===== src/verilog/rsw_pkg.sv =====
package rsw_pkg;
  // ----------------------------------------
  // Register indices on the register port
  // ----------------------------------------
  localparam logic [1:0] RCS_IDX = 2'h0;
  localparam logic [1:0] DFR_IDX = 2'h1;
  localparam logic [1:0] SOO_IDX = 2'h2;
  localparam logic [1:0] WDO_IDX = 2'h3;

  // ----------------------------------------
  // Field positions
  // ----------------------------------------
  localparam int B_POR = 7;
  localparam int B_PIN = 6;
  localparam int B_WDOG = 5;
  localparam int B_OPC = 4;
  localparam int B_ACC = 3;
  localparam int B_CLK = 2;
  localparam int B_LV = 1;
  localparam int DFR_BIT = 0;
  localparam int SOO_TO_HI = 7;
  localparam int SOO_TO_LO = 6;
  localparam int SOO_SLEEP = 5;
  localparam int SOO_UART2 = 4;
  localparam int SOO_I2C = 3;
  localparam int WDO_CLK = 7;
  localparam int WDO_WIN = 6;

  // ----------------------------------------
  // Reset values, masks, keys
  // ----------------------------------------
  localparam logic [7:0] POR_FLAGS = 8'h82;
  localparam logic [7:0] SOO_RST = 8'hc0;
  localparam logic [7:0] WDO_RST = 8'h00;
  localparam logic [7:0] SOO_MASK = 8'hf8;
  localparam logic [7:0] WDO_MASK = 8'hc0;
  localparam logic [7:0] KEY_ARM = 8'h55;
  localparam logic [7:0] KEY_FIRE = 8'haa;
  localparam logic [7:0] READ_ZERO = 8'h00;

  // ----------------------------------------
  // Watchdog timing
  // ----------------------------------------
  localparam int LPO_PERIOD_US = 1000;
  localparam int LPO_T1_MS = 32;
  localparam int LPO_T2_MS = 256;
  localparam int LPO_T3_MS = 1024;
  localparam int LPO_CYC1 = LPO_T1_MS * 1000 / LPO_PERIOD_US;
  localparam int LPO_CYC2 = LPO_T2_MS * 1000 / LPO_PERIOD_US;
  localparam int LPO_CYC3 = LPO_T3_MS * 1000 / LPO_PERIOD_US;
  localparam int BUS_EXP1 = 13;
  localparam int BUS_EXP2 = 16;
  localparam int BUS_EXP3 = 18;
  localparam int CNT_W = 19;

  typedef enum logic {
    ST_RUN = 1'b0,
    ST_HOLD = 1'b1
  } rsw_state_e;
endpackage


===== src/verilog/rsw_wdog_if.sv =====
`timescale 1ns/1ns
interface rsw_wdog_if;
  logic [1:0] timeout_sel;
  logic clk_sel;
  logic window_en;
  logic tick;
  logic clear;
  logic early;
  logic expire;
  modport ctrl (output timeout_sel, output clk_sel, output window_en, output tick,
    output clear, input early, input expire);
  modport cnt (input timeout_sel, input clk_sel, input window_en, input tick,
    input clear, output early, output expire);
endinterface

===== src/verilog/rsw_ctrl.sv =====
`timescale 1ns/1ns
// What this block does
// - Status flags read-only; reads never change them
// - Debug forced reset leaves all flags clear
// - Bad key write while enabled resets
// - Key 0x55 then 0xAA clears watchdog
// - Power-on sets bits 7 and 1
// - Non-debug entry sets active sources, clears others
// - Bit 6 marks reset pin low
// - Bit 5 marks watchdog timeout
// - Bit 4 marks bad opcode incl. sleep/background
// - Bit 3 marks bad memory access
// - Bit 2 marks external clock loss
// - Bit 1 marks gated low-voltage reset
// - Debug register ignores program writes, reads zero
// - Debug host bit 0 write forces reset
// - Options accept first write only, readable
// - Bit 5 allows sleep, else bad opcode
// - Bits 4 and 3 pick pin positions
// - Timeout field bits 7:6, zero disables
// - Slow clock periods 32, 256, 1024
// - Bus clock periods 2^13, 2^16, 2^18
// - Window mode refresh only last quarter
// - Clock select 0 slow, 1 bus
// - Early write in window mode resets
module rsw_ctrl #(
  parameter int unsigned WD_BUS_PER1 = 8192,
  parameter int unsigned WD_BUS_PER2 = 65536,
  parameter int unsigned WD_BUS_PER3 = 262144,
  parameter int unsigned RESET_HOLD = 16
) (
  // Clock and power-on reset
  input wire logic ref_clk,
  input wire logic rst_n,
  // Register port
  input wire logic [1:0] reg_addr,
  input wire logic reg_wr,
  input wire logic reg_rd,
  input wire logic [7:0] reg_wdata,
  output logic [7:0] reg_rdata,
  // Background debug write port
  input wire logic dbg_wr,
  input wire logic [1:0] dbg_addr,
  input wire logic [7:0] dbg_wdata,
  // Asynchronous sources
  input wire logic rst_pin_n,
  input wire logic low_voltage,
  input wire logic lpo_clk,
  // Same-clock sources
  input wire logic opcode_bad,
  input wire logic access_bad,
  input wire logic clock_lost,
  input wire logic low_voltage_reset_en,
  input wire logic sleep_exec,
  input wire logic background_instruction,
  input wire logic background_mode_en,
  // System outputs
  output logic sys_rst_n,
  output logic sleep_allow,
  output logic uart2_pin_sel,
  output logic i2c_pin_sel
);
  localparam int HOLD_W = $clog2(RESET_HOLD + 1);
  localparam logic [2:0] SYNC_RST = 3'b001;

  rsw_wdog_if wd ();

  rsw_pkg::rsw_state_e state_ff;
  rsw_pkg::rsw_state_e nxt_state;
  logic [HOLD_W-1:0] hold_ff;
  logic [7:0] status_ff;
  logic [7:0] soo_ff;
  logic [7:0] wdo_ff;
  logic soo_once_ff;
  logic wdo_once_ff;
  logic arm_ff;
  logic [7:0] rdata_ff;
  logic sys_rst_n_ff;
  logic por_chk_ff;
  logic [2:0] s1_ff;
  logic [2:0] s2_ff;
  logic [2:0] s3_ff;
  logic [2:0] lvl_ff;
  logic [2:0] lvl_prev_ff;
  logic running;
  logic wd_on;
  logic key_write;
  logic bad_key;
  logic win_bad;
  logic refresh;
  logic pin_src;
  logic wd_src;
  logic opc_src;
  logic lv_src;
  logic dbg_src;
  logic entry;
  logic [7:0] cause;

  // ----------------------------------------
  // Input synchronisers
  // ----------------------------------------
  // Bit 0 reset pin, bit 1 supply monitor, bit 2 slow clock.
  // A level counts only once the second and third stages agree.
  genvar gi;
  generate
    for (gi = 0; gi < 3; gi++) begin : g_sync
      always_ff @(posedge ref_clk or negedge rst_n) begin
        if (!rst_n) begin
          s1_ff[gi] <= SYNC_RST[gi];
          s2_ff[gi] <= SYNC_RST[gi];
          s3_ff[gi] <= SYNC_RST[gi];
          lvl_ff[gi] <= SYNC_RST[gi];
          lvl_prev_ff[gi] <= SYNC_RST[gi];
        end else begin
          s1_ff[gi] <= (gi == 0) ? rst_pin_n : ((gi == 1) ? low_voltage : lpo_clk);
          s2_ff[gi] <= s1_ff[gi];
          s3_ff[gi] <= s2_ff[gi];
          lvl_prev_ff[gi] <= lvl_ff[gi];
          if (s2_ff[gi] == s3_ff[gi]) begin
            lvl_ff[gi] <= s3_ff[gi];
          end
        end
      end
    end
  endgenerate

  // ----------------------------------------
  // Watchdog hookup
  // ----------------------------------------
  assign wd.timeout_sel = soo_ff[rsw_pkg::SOO_TO_HI:rsw_pkg::SOO_TO_LO];
  assign wd.clk_sel = wdo_ff[rsw_pkg::WDO_CLK];
  assign wd.window_en = wdo_ff[rsw_pkg::WDO_WIN];
  assign wd.tick = lvl_ff[2] && !lvl_prev_ff[2];
  assign wd.clear = refresh || (state_ff == rsw_pkg::ST_HOLD);

  rsw_wdog_cnt #(
    .BUS_PER1(WD_BUS_PER1),
    .BUS_PER2(WD_BUS_PER2),
    .BUS_PER3(WD_BUS_PER3)
  ) u_cnt (
    .ref_clk(ref_clk),
    .rst_n(rst_n),
    .wd(wd.cnt)
  );

  // ----------------------------------------
  // Reset sources
  // ----------------------------------------
  assign running = (state_ff == rsw_pkg::ST_RUN);
  assign wd_on = (wd.timeout_sel != 2'h0);
  assign key_write = running && reg_wr && (reg_addr == rsw_pkg::RCS_IDX);
  assign bad_key = wd_on && key_write && (reg_wdata != rsw_pkg::KEY_ARM)
    && (reg_wdata != rsw_pkg::KEY_FIRE);
  assign win_bad = wd_on && key_write && wd.early;
  assign refresh = wd_on && key_write && arm_ff && !wd.early
    && (reg_wdata == rsw_pkg::KEY_FIRE);
  assign pin_src = !lvl_ff[0];
  assign wd_src = wd.expire || bad_key || win_bad;
  assign opc_src = opcode_bad || (sleep_exec && !soo_ff[rsw_pkg::SOO_SLEEP])
    || (background_instruction && !background_mode_en);
  assign lv_src = lvl_ff[1] && low_voltage_reset_en;
  assign dbg_src = dbg_wr && (dbg_addr == rsw_pkg::DFR_IDX)
    && dbg_wdata[rsw_pkg::DFR_BIT];
  assign entry = running && (pin_src || wd_src || opc_src || access_bad
    || clock_lost || lv_src || dbg_src);

  always_comb begin
    cause = 8'h00;
    cause[rsw_pkg::B_PIN] = pin_src;
    cause[rsw_pkg::B_WDOG] = wd_src;
    cause[rsw_pkg::B_OPC] = opc_src;
    cause[rsw_pkg::B_ACC] = access_bad;
    cause[rsw_pkg::B_CLK] = clock_lost;
    cause[rsw_pkg::B_LV] = lv_src;
  end

  // ----------------------------------------
  // Reset sequencer
  // ----------------------------------------
  always_comb begin
    nxt_state = state_ff;
    unique case (state_ff)
      rsw_pkg::ST_RUN: begin
        if (entry) begin
          nxt_state = rsw_pkg::ST_HOLD;
        end
      end
      rsw_pkg::ST_HOLD: begin
        if (hold_ff == HOLD_W'(1)) begin
          nxt_state = rsw_pkg::ST_RUN;
        end
      end
    endcase
  end

  always_ff @(posedge ref_clk or negedge rst_n) begin
    if (!rst_n) begin
      state_ff <= rsw_pkg::ST_RUN;
      hold_ff <= '0;
      sys_rst_n_ff <= 1'b1;
    end else begin
      state_ff <= nxt_state;
      sys_rst_n_ff <= (nxt_state == rsw_pkg::ST_RUN);
      if (entry) begin
        hold_ff <= HOLD_W'(RESET_HOLD);
      end else if (hold_ff != '0) begin
        hold_ff <= hold_ff - 1'b1;
      end
    end
  end

  // ----------------------------------------
  // Reset cause flags
  // ----------------------------------------
  // Only the power-on reset loads POR_FLAGS; system resets rewrite them, a debug reset clears them.
  always_ff @(posedge ref_clk or negedge rst_n) begin
    if (!rst_n) begin
      status_ff <= rsw_pkg::POR_FLAGS;
    end else if (entry) begin
      status_ff <= dbg_src ? 8'h00 : cause;
    end
  end

  // ----------------------------------------
  // Refresh key
  // ----------------------------------------
  always_ff @(posedge ref_clk or negedge rst_n) begin
    if (!rst_n) begin
      arm_ff <= 1'b0;
    end else if (entry) begin
      arm_ff <= 1'b0;
    end else if (key_write) begin
      arm_ff <= (reg_wdata == rsw_pkg::KEY_ARM);
    end
  end

  // ----------------------------------------
  // Write-once option registers
  // ----------------------------------------
  always_ff @(posedge ref_clk or negedge rst_n) begin
    if (!rst_n) begin
      soo_ff <= rsw_pkg::SOO_RST;
      soo_once_ff <= 1'b0;
    end else if (entry) begin
      soo_ff <= rsw_pkg::SOO_RST;
      soo_once_ff <= 1'b0;
    end else if (running && reg_wr && (reg_addr == rsw_pkg::SOO_IDX) && !soo_once_ff) begin
      soo_ff <= reg_wdata & rsw_pkg::SOO_MASK;
      soo_once_ff <= 1'b1;
    end
  end

  always_ff @(posedge ref_clk or negedge rst_n) begin
    if (!rst_n) begin
      wdo_ff <= rsw_pkg::WDO_RST;
      wdo_once_ff <= 1'b0;
    end else if (entry) begin
      wdo_ff <= rsw_pkg::WDO_RST;
      wdo_once_ff <= 1'b0;
    end else if (running && reg_wr && (reg_addr == rsw_pkg::WDO_IDX) && !wdo_once_ff) begin
      wdo_ff <= reg_wdata & rsw_pkg::WDO_MASK;
      wdo_once_ff <= 1'b1;
    end
  end

  // ----------------------------------------
  // Read path
  // ----------------------------------------
  always_ff @(posedge ref_clk or negedge rst_n) begin
    if (!rst_n) begin
      rdata_ff <= 8'h00;
    end else if (reg_rd) begin
      unique case (reg_addr)
        rsw_pkg::RCS_IDX: rdata_ff <= status_ff;
        rsw_pkg::DFR_IDX: rdata_ff <= rsw_pkg::READ_ZERO;
        rsw_pkg::SOO_IDX: rdata_ff <= soo_ff;
        rsw_pkg::WDO_IDX: rdata_ff <= wdo_ff;
      endcase
    end
  end

  assign reg_rdata = rdata_ff;
  assign sys_rst_n = sys_rst_n_ff;
  assign sleep_allow = soo_ff[rsw_pkg::SOO_SLEEP];
  assign uart2_pin_sel = soo_ff[rsw_pkg::SOO_UART2];
  assign i2c_pin_sel = soo_ff[rsw_pkg::SOO_I2C];

  // ----------------------------------------
  // Checks
  // ----------------------------------------
  always_ff @(posedge ref_clk or negedge rst_n) begin
    if (!rst_n) begin
      por_chk_ff <= 1'b1;
    end else begin
      por_chk_ff <= 1'b0;
    end
  end
endmodule


===== src/verilog/rsw_wdog_cnt.sv =====
`timescale 1ns/1ns
module rsw_wdog_cnt #(
  parameter int unsigned BUS_PER1 = 8192,
  parameter int unsigned BUS_PER2 = 65536,
  parameter int unsigned BUS_PER3 = 262144
) (
  // Clock and reset
  input wire logic ref_clk,
  input wire logic rst_n,
  // Control side
  rsw_wdog_if.cnt wd
);
  logic [rsw_pkg::CNT_W-1:0] cnt_ff;
  logic [rsw_pkg::CNT_W-1:0] limit;
  logic [rsw_pkg::CNT_W-1:0] open_at;
  logic expire_ff;
  logic step;
  logic at_end;

  // ----------------------------------------
  // Period select
  // ----------------------------------------
  always_comb begin
    case ({wd.clk_sel, wd.timeout_sel})
      3'b001: limit = rsw_pkg::CNT_W'(rsw_pkg::LPO_CYC1);
      3'b010: limit = rsw_pkg::CNT_W'(rsw_pkg::LPO_CYC2);
      3'b011: limit = rsw_pkg::CNT_W'(rsw_pkg::LPO_CYC3);
      3'b101: limit = rsw_pkg::CNT_W'(BUS_PER1);
      3'b110: limit = rsw_pkg::CNT_W'(BUS_PER2);
      3'b111: limit = rsw_pkg::CNT_W'(BUS_PER3);
      default: limit = '0;
    endcase
  end

  // Last quarter of the period is the refresh window
  assign open_at = limit - (limit >> 2);
  assign step = (wd.timeout_sel != 2'h0) && (wd.clk_sel || wd.tick);
  assign at_end = (cnt_ff == limit - 1'b1);

  // ----------------------------------------
  // Counter
  // ----------------------------------------
  always_ff @(posedge ref_clk or negedge rst_n) begin
    if (!rst_n) begin
      cnt_ff <= '0;
    end else if (wd.clear) begin
      cnt_ff <= '0;
    end else if (step) begin
      cnt_ff <= at_end ? '0 : cnt_ff + 1'b1;
    end
  end

  always_ff @(posedge ref_clk or negedge rst_n) begin
    if (!rst_n) begin
      expire_ff <= 1'b0;
    end else begin
      expire_ff <= !wd.clear && step && at_end;
    end
  end

  assign wd.expire = expire_ff;
  assign wd.early = wd.window_en && (wd.timeout_sel != 2'h0) && (cnt_ff < open_at);
endmodule


===== config.mk =====
export PLATFORM = sky130hd
export DESIGN_NAME = rsw_ctrl
export DESIGN_NICKNAME = d
export VERILOG_FILES = /design/src/verilog/rsw_pkg.sv /design/src/verilog/rsw_wdog_if.sv /design/src/verilog/rsw_ctrl.sv /design/src/verilog/rsw_wdog_cnt.sv
export SDC_FILE = /design/constraint.sdc
export NUM_CORES = 1
export LEC_CHECK = 0
export BUFFER_PORTS_ARGS = -buffer_cell sky130_fd_sc_hd__buf_2
export CELL_PAD_IN_SITES_DETAIL_PLACEMENT = 1
export CELL_PAD_IN_SITES_GLOBAL_PLACEMENT = 2
export CORE_MARGIN = 2
export CORE_UTILIZATION = 33
export CTS_CLUSTER_SIZE = 8
export DETAILED_ROUTE_END_ITERATION = 6
export HOLD_SLACK_MARGIN = 0.05
export PLACE_DENSITY = 0.77
export SLEW_MARGIN = 20
export SYNTH_ARGS = -nofsm -noshare
export SYNTH_HDL_FRONTEND = slang
export SYNTH_SLANG_ARGS = --single-unit

===== constraint.sdc =====
create_clock -name ref_clk -period 3.55 [get_ports ref_clk]
set_input_delay 0.1775 -clock ref_clk [delete_from_list [all_inputs] [get_ports ref_clk]]
set_output_delay 0.1775 -clock ref_clk [all_outputs]
set_load 0.02 [all_outputs]

; After elaboration in Yosys (flattened, before gate mapping)
; Cells that the tools add are included.
[classes]
bitwise = 2
n_eq_ne = 19
mux = 21
magnitude_cmp = 1
n_addsub = 4
reduce_logical = 53
[ops]
columns = cell, count
row1 = case mux 19 bit (6 select lines), 1
row2 = two-way mux 19 bit, 3
row3 = two-way mux 8 bit, 4
row4 = case mux 8 bit (4 select lines), 1
row5 = logical AND 1 bit, 25
row6 = "adder 19 x 1 -> 19 bit, second input constant", 1
row7 = == test 19 bit, 1
row8 = < comparator 19 bit, 1
row9 = "subtractor 19 x 1 -> 19 bit, second input constant", 1
row10 = subtractor 19 x 17 -> 19 bit, 1
row11 = logical OR 1 bit, 12
row12 = nonzero test 2 bit, 6
row13 = two-way mux 5 bit, 2
row14 = "== test 3 bit, second input constant", 3
row15 = "== test 8 x 7 -> 1 bit, second input constant", 1
row16 = "== test 8 bit, second input constant", 1
row17 = zero test 1 bit, 8
row18 = two-way mux 1 bit, 8
row19 = "!= test 8 x 7 -> 1 bit, second input constant", 1
row20 = "!= test 8 bit, second input constant", 1
row21 = two-way mux 7 bit, 1
row22 = "== test 3 x 2 -> 1 bit, second input constant", 2
row23 = "== test 5 x 1 -> 1 bit, second input constant", 1
row24 = nonzero test 5 bit, 1
row25 = 8 further kinds, 13
[totals]
input_bits = 35
reg_bits = 75
word_cells = 125
output_inout_bits = 12

; Logic depth before layout (Yosys ltp)
[depth]
depth_word = 18
depth_mapped = 18
depth_no_buf = 15

; Cells and area by module
; Synthesis repeated with hierarchy kept, for this count alone.
[unflattened]
cells_unflattened = 401
area_unflattened_um2 = 3821.2
[modules_own_cells]
columns = module, n_inst, area_per_inst_um2, seq_area_each_um2, cells_each
row1 = rsw_ctrl, 1, 1955.6, 1112.3, 177
row2 = rsw_wdog_cnt, 1, 1865.5, 500.5, 224

; Least setup slack after synthesis
; OpenSTA, ideal clock, no wires.
[synth_path]
kind = flip-flop to flip-flop
start = register soo_ff[6]
end = register hold_ff[4]
setup_slack_ns = -0.079
n_path_buf = 3
required_ns = 3.426
setup_ns = 0.124
t_arrival_ns = 3.505
period_less_slack_ns = 3.629
path_stages_with_launch = 19
path_cell_list = dfstp_2 -> buf_2 -> buf_1 -> inv_1 -> nand2b_1 -> ha_1 -> nand2_1 -> a21oi_1 -> o21ai_0 -> nand2_1 -> xor2_1 -> ha_1 -> nand3_1 -> nor4_1 -> a22oi_2 -> a31oi_2 -> a21oi_2 -> buf_4 -> a211o_1
[synth_via]
elab_chain_len = 15
word_cells_on_any_way = 27
cone_classes = 1 x add/sub / 1 x order compare / 6 x eq/ne / 2 x mux / 17 x reduce/logical
[synth_lines]
columns = element, line
row1 = "start, declared", rsw_ctrl.sv:72  ; logic [7:0] soo_ff;
row2 = "start signal, assigned", rsw_ctrl.sv:242  ; soo_ff <= rsw_pkg::SOO_RST;
row3 = "start signal, assigned", rsw_ctrl.sv:245  ; soo_ff <= rsw_pkg::SOO_RST;
row4 = "start signal, assigned", rsw_ctrl.sv:248  ; soo_ff <= reg_wdata & rsw_pkg::SOO_MASK;
row5 = "== test 3 bit, or another cell as far along", rsw_wdog_cnt.sv:24  ; case ({wd.clk_sel, wd.timeout_sel})
row6 = case mux 19 bit (6 select lines), rsw_wdog_cnt.sv:24
row7 = subtractor 19 x 17 -> 19 bit, rsw_wdog_cnt.sv:36  ; assign open_at = limit - (limit >> 2);
row8 = < comparator 19 bit, rsw_wdog_cnt.sv:62  ; assign wd.early = wd.window_en && (wd.timeout_sel != 2'h0) && (cnt_ff < open_at);
row9 = logical AND 1 bit, rsw_wdog_cnt.sv:62
row10 = logical AND 1 bit, rsw_ctrl.sv:154  ; assign win_bad = wd_on && key_write && wd.early;
row11 = logical OR 1 bit *, rsw_ctrl.sv:158  ; assign wd_src = wd.expire || bad_key || win_bad;
row12 = logical OR 1 bit * (3 in a row), rsw_ctrl.sv:164  ; assign entry = running && (pin_src || wd_src || opc_src || access_bad
row13 = logical OR 1 bit * (3 in a row), rsw_ctrl.sv:165  ; || clock_lost || lv_src || dbg_src);
row14 = logical AND 1 bit *, rsw_ctrl.sv:164
row15 = two-way mux 5 bit / nonzero test 2 bit (equally long branches), n/a
row16 = "end signal, assigned", rsw_ctrl.sv:205  ; hold_ff <= HOLD_W'(RESET_HOLD);
row17 = "end signal, assigned", rsw_ctrl.sv:207  ; hold_ff <= hold_ff - 1'b1;
row18 = "end, declared", rsw_ctrl.sv:70  ; logic [HOLD_W-1:0] hold_ff;
; Mark *: on every way between the ends. The rest lies on a longest branch, timed or not.
; A chain may end at the register's enable or synchronous reset.

; Worst setup path in the final report
[layout_path]
start = register soo_ff[7]
end = register hold_ff[4]
; The elaborated chain is that of the path after synthesis.

==> summary.md <==
| Metric | Value |
|---|---|
| Worst path arrival time | `3600 ps` |
| Drc violations | `0` |
| Relative slew slack | `34.72%` |
| DP HPWL | `7216 um` |
| Full die area | `roughly 12000 um2` |
| CTS tree | `built` |
| First-pass GRT wire length | `~17000 um` |
| Congestion Overflow GR | `0` |
| Routed vias | `3161` |
| 1st-iter DRT viols | `93` |
| Buffers plus inverters on the worst setup path | `1` |
| Syn Nets | `approximately 460` |
| Number of synthesized flops with an enable pin | `0` |
| Final #Nets | `509` |
| DR WL/cell | `16.44 um` |
| Fmax | `297.7 MHz` |
| Die H | `110.0 um` |
| # H-tree levels | `3` |
| CTS Root Cell | `clkbuf_8` |
| Sequential standard cell area | `roughly 1600 um2` |
| CP peak stage delay | `570 ps` |
| Ys async rst share | `100.0%` |
| Yosys warning count | `0` |
| CP Launch Type | `register` |
| Total chip power | `2.771 mW` |
| Seq cells post-synth | `64` |
| Status | `finished, final reports clean` |
| I/O pin cnt | `47` |
| Hold WS | `just under 80 ps` |
| Drt total wl | `9846 um` |
| CP startpoint | `soo_ff[7]` |
| Mapped Cells | `402` |
| Fin cells | `599` |
| Rows | `38` |
| Hold Crit Class | `input port to register` |
| Register area share after synthesis | `approximately 44%` |
| Pin count of the biggest net entering global routing | `30` |
| Clk buf depth | `2` |
| Reg2reg start | `soo_ff[7]` |
| Synth area leaders | `dfrtp_1, ha_1, dfstp_2` |
| Total Neg Setup Slack | `0 ps` |
| Critical path's top delay family | `compound AO/OA/AOI/OAI gates` |
| Worst path cell trace | `nand2b_1 > nand2b_1 > ha_1 > nand2_1 > a21oi_1 > o21ai_0 > nand2_1 > xor2_1 > ha_1 > nand3_2 > nor3_2 > a22oi_2 > a31oi_4 > a21oi_4 > buf_4 > a211o_1` |
| CP Max Fanout | `6` |
| P_leak | `~2.0 nW` |
| Primary FF master, synth | `dfrtp_1` |
| Die width | `between 100 and 150 um` |
| # fillers | `1276` |
| Cts bufs inserted | `9` |
| GPL Wtd Cong | `0.7928` |
| Largest area contributor in the netlist | `dfrtp_1` |
| Worst VDD drop | `0.3193 mV` |
| Yosys top cell area share | `between 30% and 40%` |
| Critical Path RT | `3790 ps` |
| Crit path kind | `register to register` |
| Cell area after synthesis | `3706 um2` |
| Syn_area_per_cell | `slightly above 9 um2` |
| Vias per std cell | `5.277` |
| DRT Pass-1 Iters | `6` |
| CP max stage cell | `dfstp_2` |
| Final min period | `approximately 3400 ps` |
| Area delta synth->final | `21.03%` |
| Max Slew Vio Count | `0` |
| Worst slew pin tran | `971.8 ps` |
| Multi-input gate area | `~2000 um2` |
| Post-DRT Antenna Nets | `0` |
| Worst Skew | `8.165 ps` |
| Hold Vio Cnt, Final | `0` |
| Vias in the first global route | `3339` |
| Initial antenna violation count | `0` |
| Endpoint class of the critical path | `register` |
| Setup Viol. Count Final | `0` |
| Pwr per Cell Area | `617.8 nW/um2` |
| Clk Latency, worst-skew pair | `360 ps` |
| Gr usage total | `between 10% and 20%` |
| Sink Count | `64` |
| Initial Utilization | `34.04%` |
| Core Box Area | `10890 um2` |
| Hold path startpoint | `access_bad` |
| Clock transition at the registers of the reported paths | `approximately 80 ps` |
| Ant diodes | `0` |
| Final worst-path cycle share | `94.62%` |
| Share of layout cells above drive strength 1 | `between 20% and 30%` |
| IO buf count | `38` |
| Max cap viols | `0` |
| # placed instances | `571` |
| Unique cell type count in the Yosys netlist | `slightly below 60` |
## cells in the mapped netlist (5+ instances only)
library cell,number
a21oi_1,21
a31oi_1,6
nor4_1,8
xor2_1,10
nor3_1,18
a21o_1,5
nand2b_1,5
nand4_1,8
o21ai_0,10
inv_1,22
dfrtp_1,55
dfstp_2,9
nand3_1,33
nand3b_1,8
nor2b_1,7
clkbuf_1,18
ha_1,20
mux2i_1,9
nor2_1,33
nand2_1,24
o22ai_1,8
## cell families (layout without fill, tap and decap cells)
kind of cell,after synthesis,count (layout),synth area share (%)
adder cells (fa/ha/maj),23,23,7.562
AO/OA/AOI/OAI,79,79,14.18
XOR/XNOR,13,13,3.072
flip-flops,64,64,43.52
buffers and inverters,47,104,5.165
other,1,1,0.1012
AND/OR/NAND/NOR,165,165,23.67
multiplexers,10,10,2.735
## worst paths after layout
check	slack (ps)	to	cells after the start
worst max-delay path	190	hold_ff[4]	16
worst min-delay path	80	status_ff[3]	3
worst max register to register	190	hold_ff[4]	16
worst min register to register	350	s2_ff[1]	0
max in group asynchronous	2490	soo_ff[6]	3
min in group asynchronous	280	u_cnt.cnt_ff[3]	2
## cell type report
type | count | area share [%]
clock buffer | 9 | 2.762
sequential | 64 | 35.96
tap | 140 | 3.905
timing repair buffer | 66 | 9.623
inverter | 22 | 1.841
clock inverter | 7 | 2.287
multi-input combinational | 291 | 43.63
## what timing repair did
action	4_1_cts	5_1_grt
hold endpoints to repair	21	0
hold buffers	6	0
buffers inserted	0	6
resized for setup	2	8
pin swaps	0	5
setup endpoints to repair	11	41
## flip-flops by register name (all words and copies together) (netlist names)
name             flops
soo_ff               5
hold_ff              5
lvl_ff               3
wdo_ff               2
state_ff             1
s2_ff                3
arm_ff               1
reg_rdata            7
lvl_prev_ff          1
status_ff            7
sys_rst_n            1
soo_once_ff          1
s1_ff                3
s3_ff                3
u_cnt.cnt_ff        19
wdo_once_ff          1
u_cnt.wd.expire      1
## power breakdown
group | switching [mW] | total (mW) | internal (mW)
Clock | 0.335 | 0.737 | 0.402
Sequential | 0.100 | 0.965 | 0.865
Combinational | 0.602 | 1.07 | 0.467
## per-stage QoR
step | area (um2) | utilization, % | setup slack, ps
floorplan | 3710 | - | 60.66
global route | 4486 | 41.20 | -13.39
CTS | 4394 | 40.36 | 9.365
detailed placement | 4095 | 37.61 | -47.36
finish | 4486 | 41.20 | 190.9
global placement | 4095 | 37.61 | 91.71
## cells in the final DEF, fill, tap and decap left out, types with 6 or more instances in the layout
cell type      count
mux2i_1            9
nand2_1           24
nand3b_1           8
inv_1             22
nand3_1           32
ha_1              20
nand4_1            8
buf_4             20
nor2b_1            7
xor2_1            10
a21oi_1           21
clkbuf_8           9
dlygate4sd3_1      6
o21ai_0           10
nor2_1            33
o22ai_1            8
nor3_1            16
nor4_1             6
buf_2             38
dfstp_2            9
dfrtp_1           55
## metal layers
layer	wire length [um]	up-vias	GRT usage [%]
met4	142	0	6.872
met2	4757	38	29.71
met3	227	9	3.057
li1	-	1550	-
met1	4718	1564	23.26
met5	0	-	0
## worst min-delay path: stages
cell and delay [ps]:
buf_2 90, nand2_1 50, o21ai_1 70
Power figures use the tool's default switching activity.
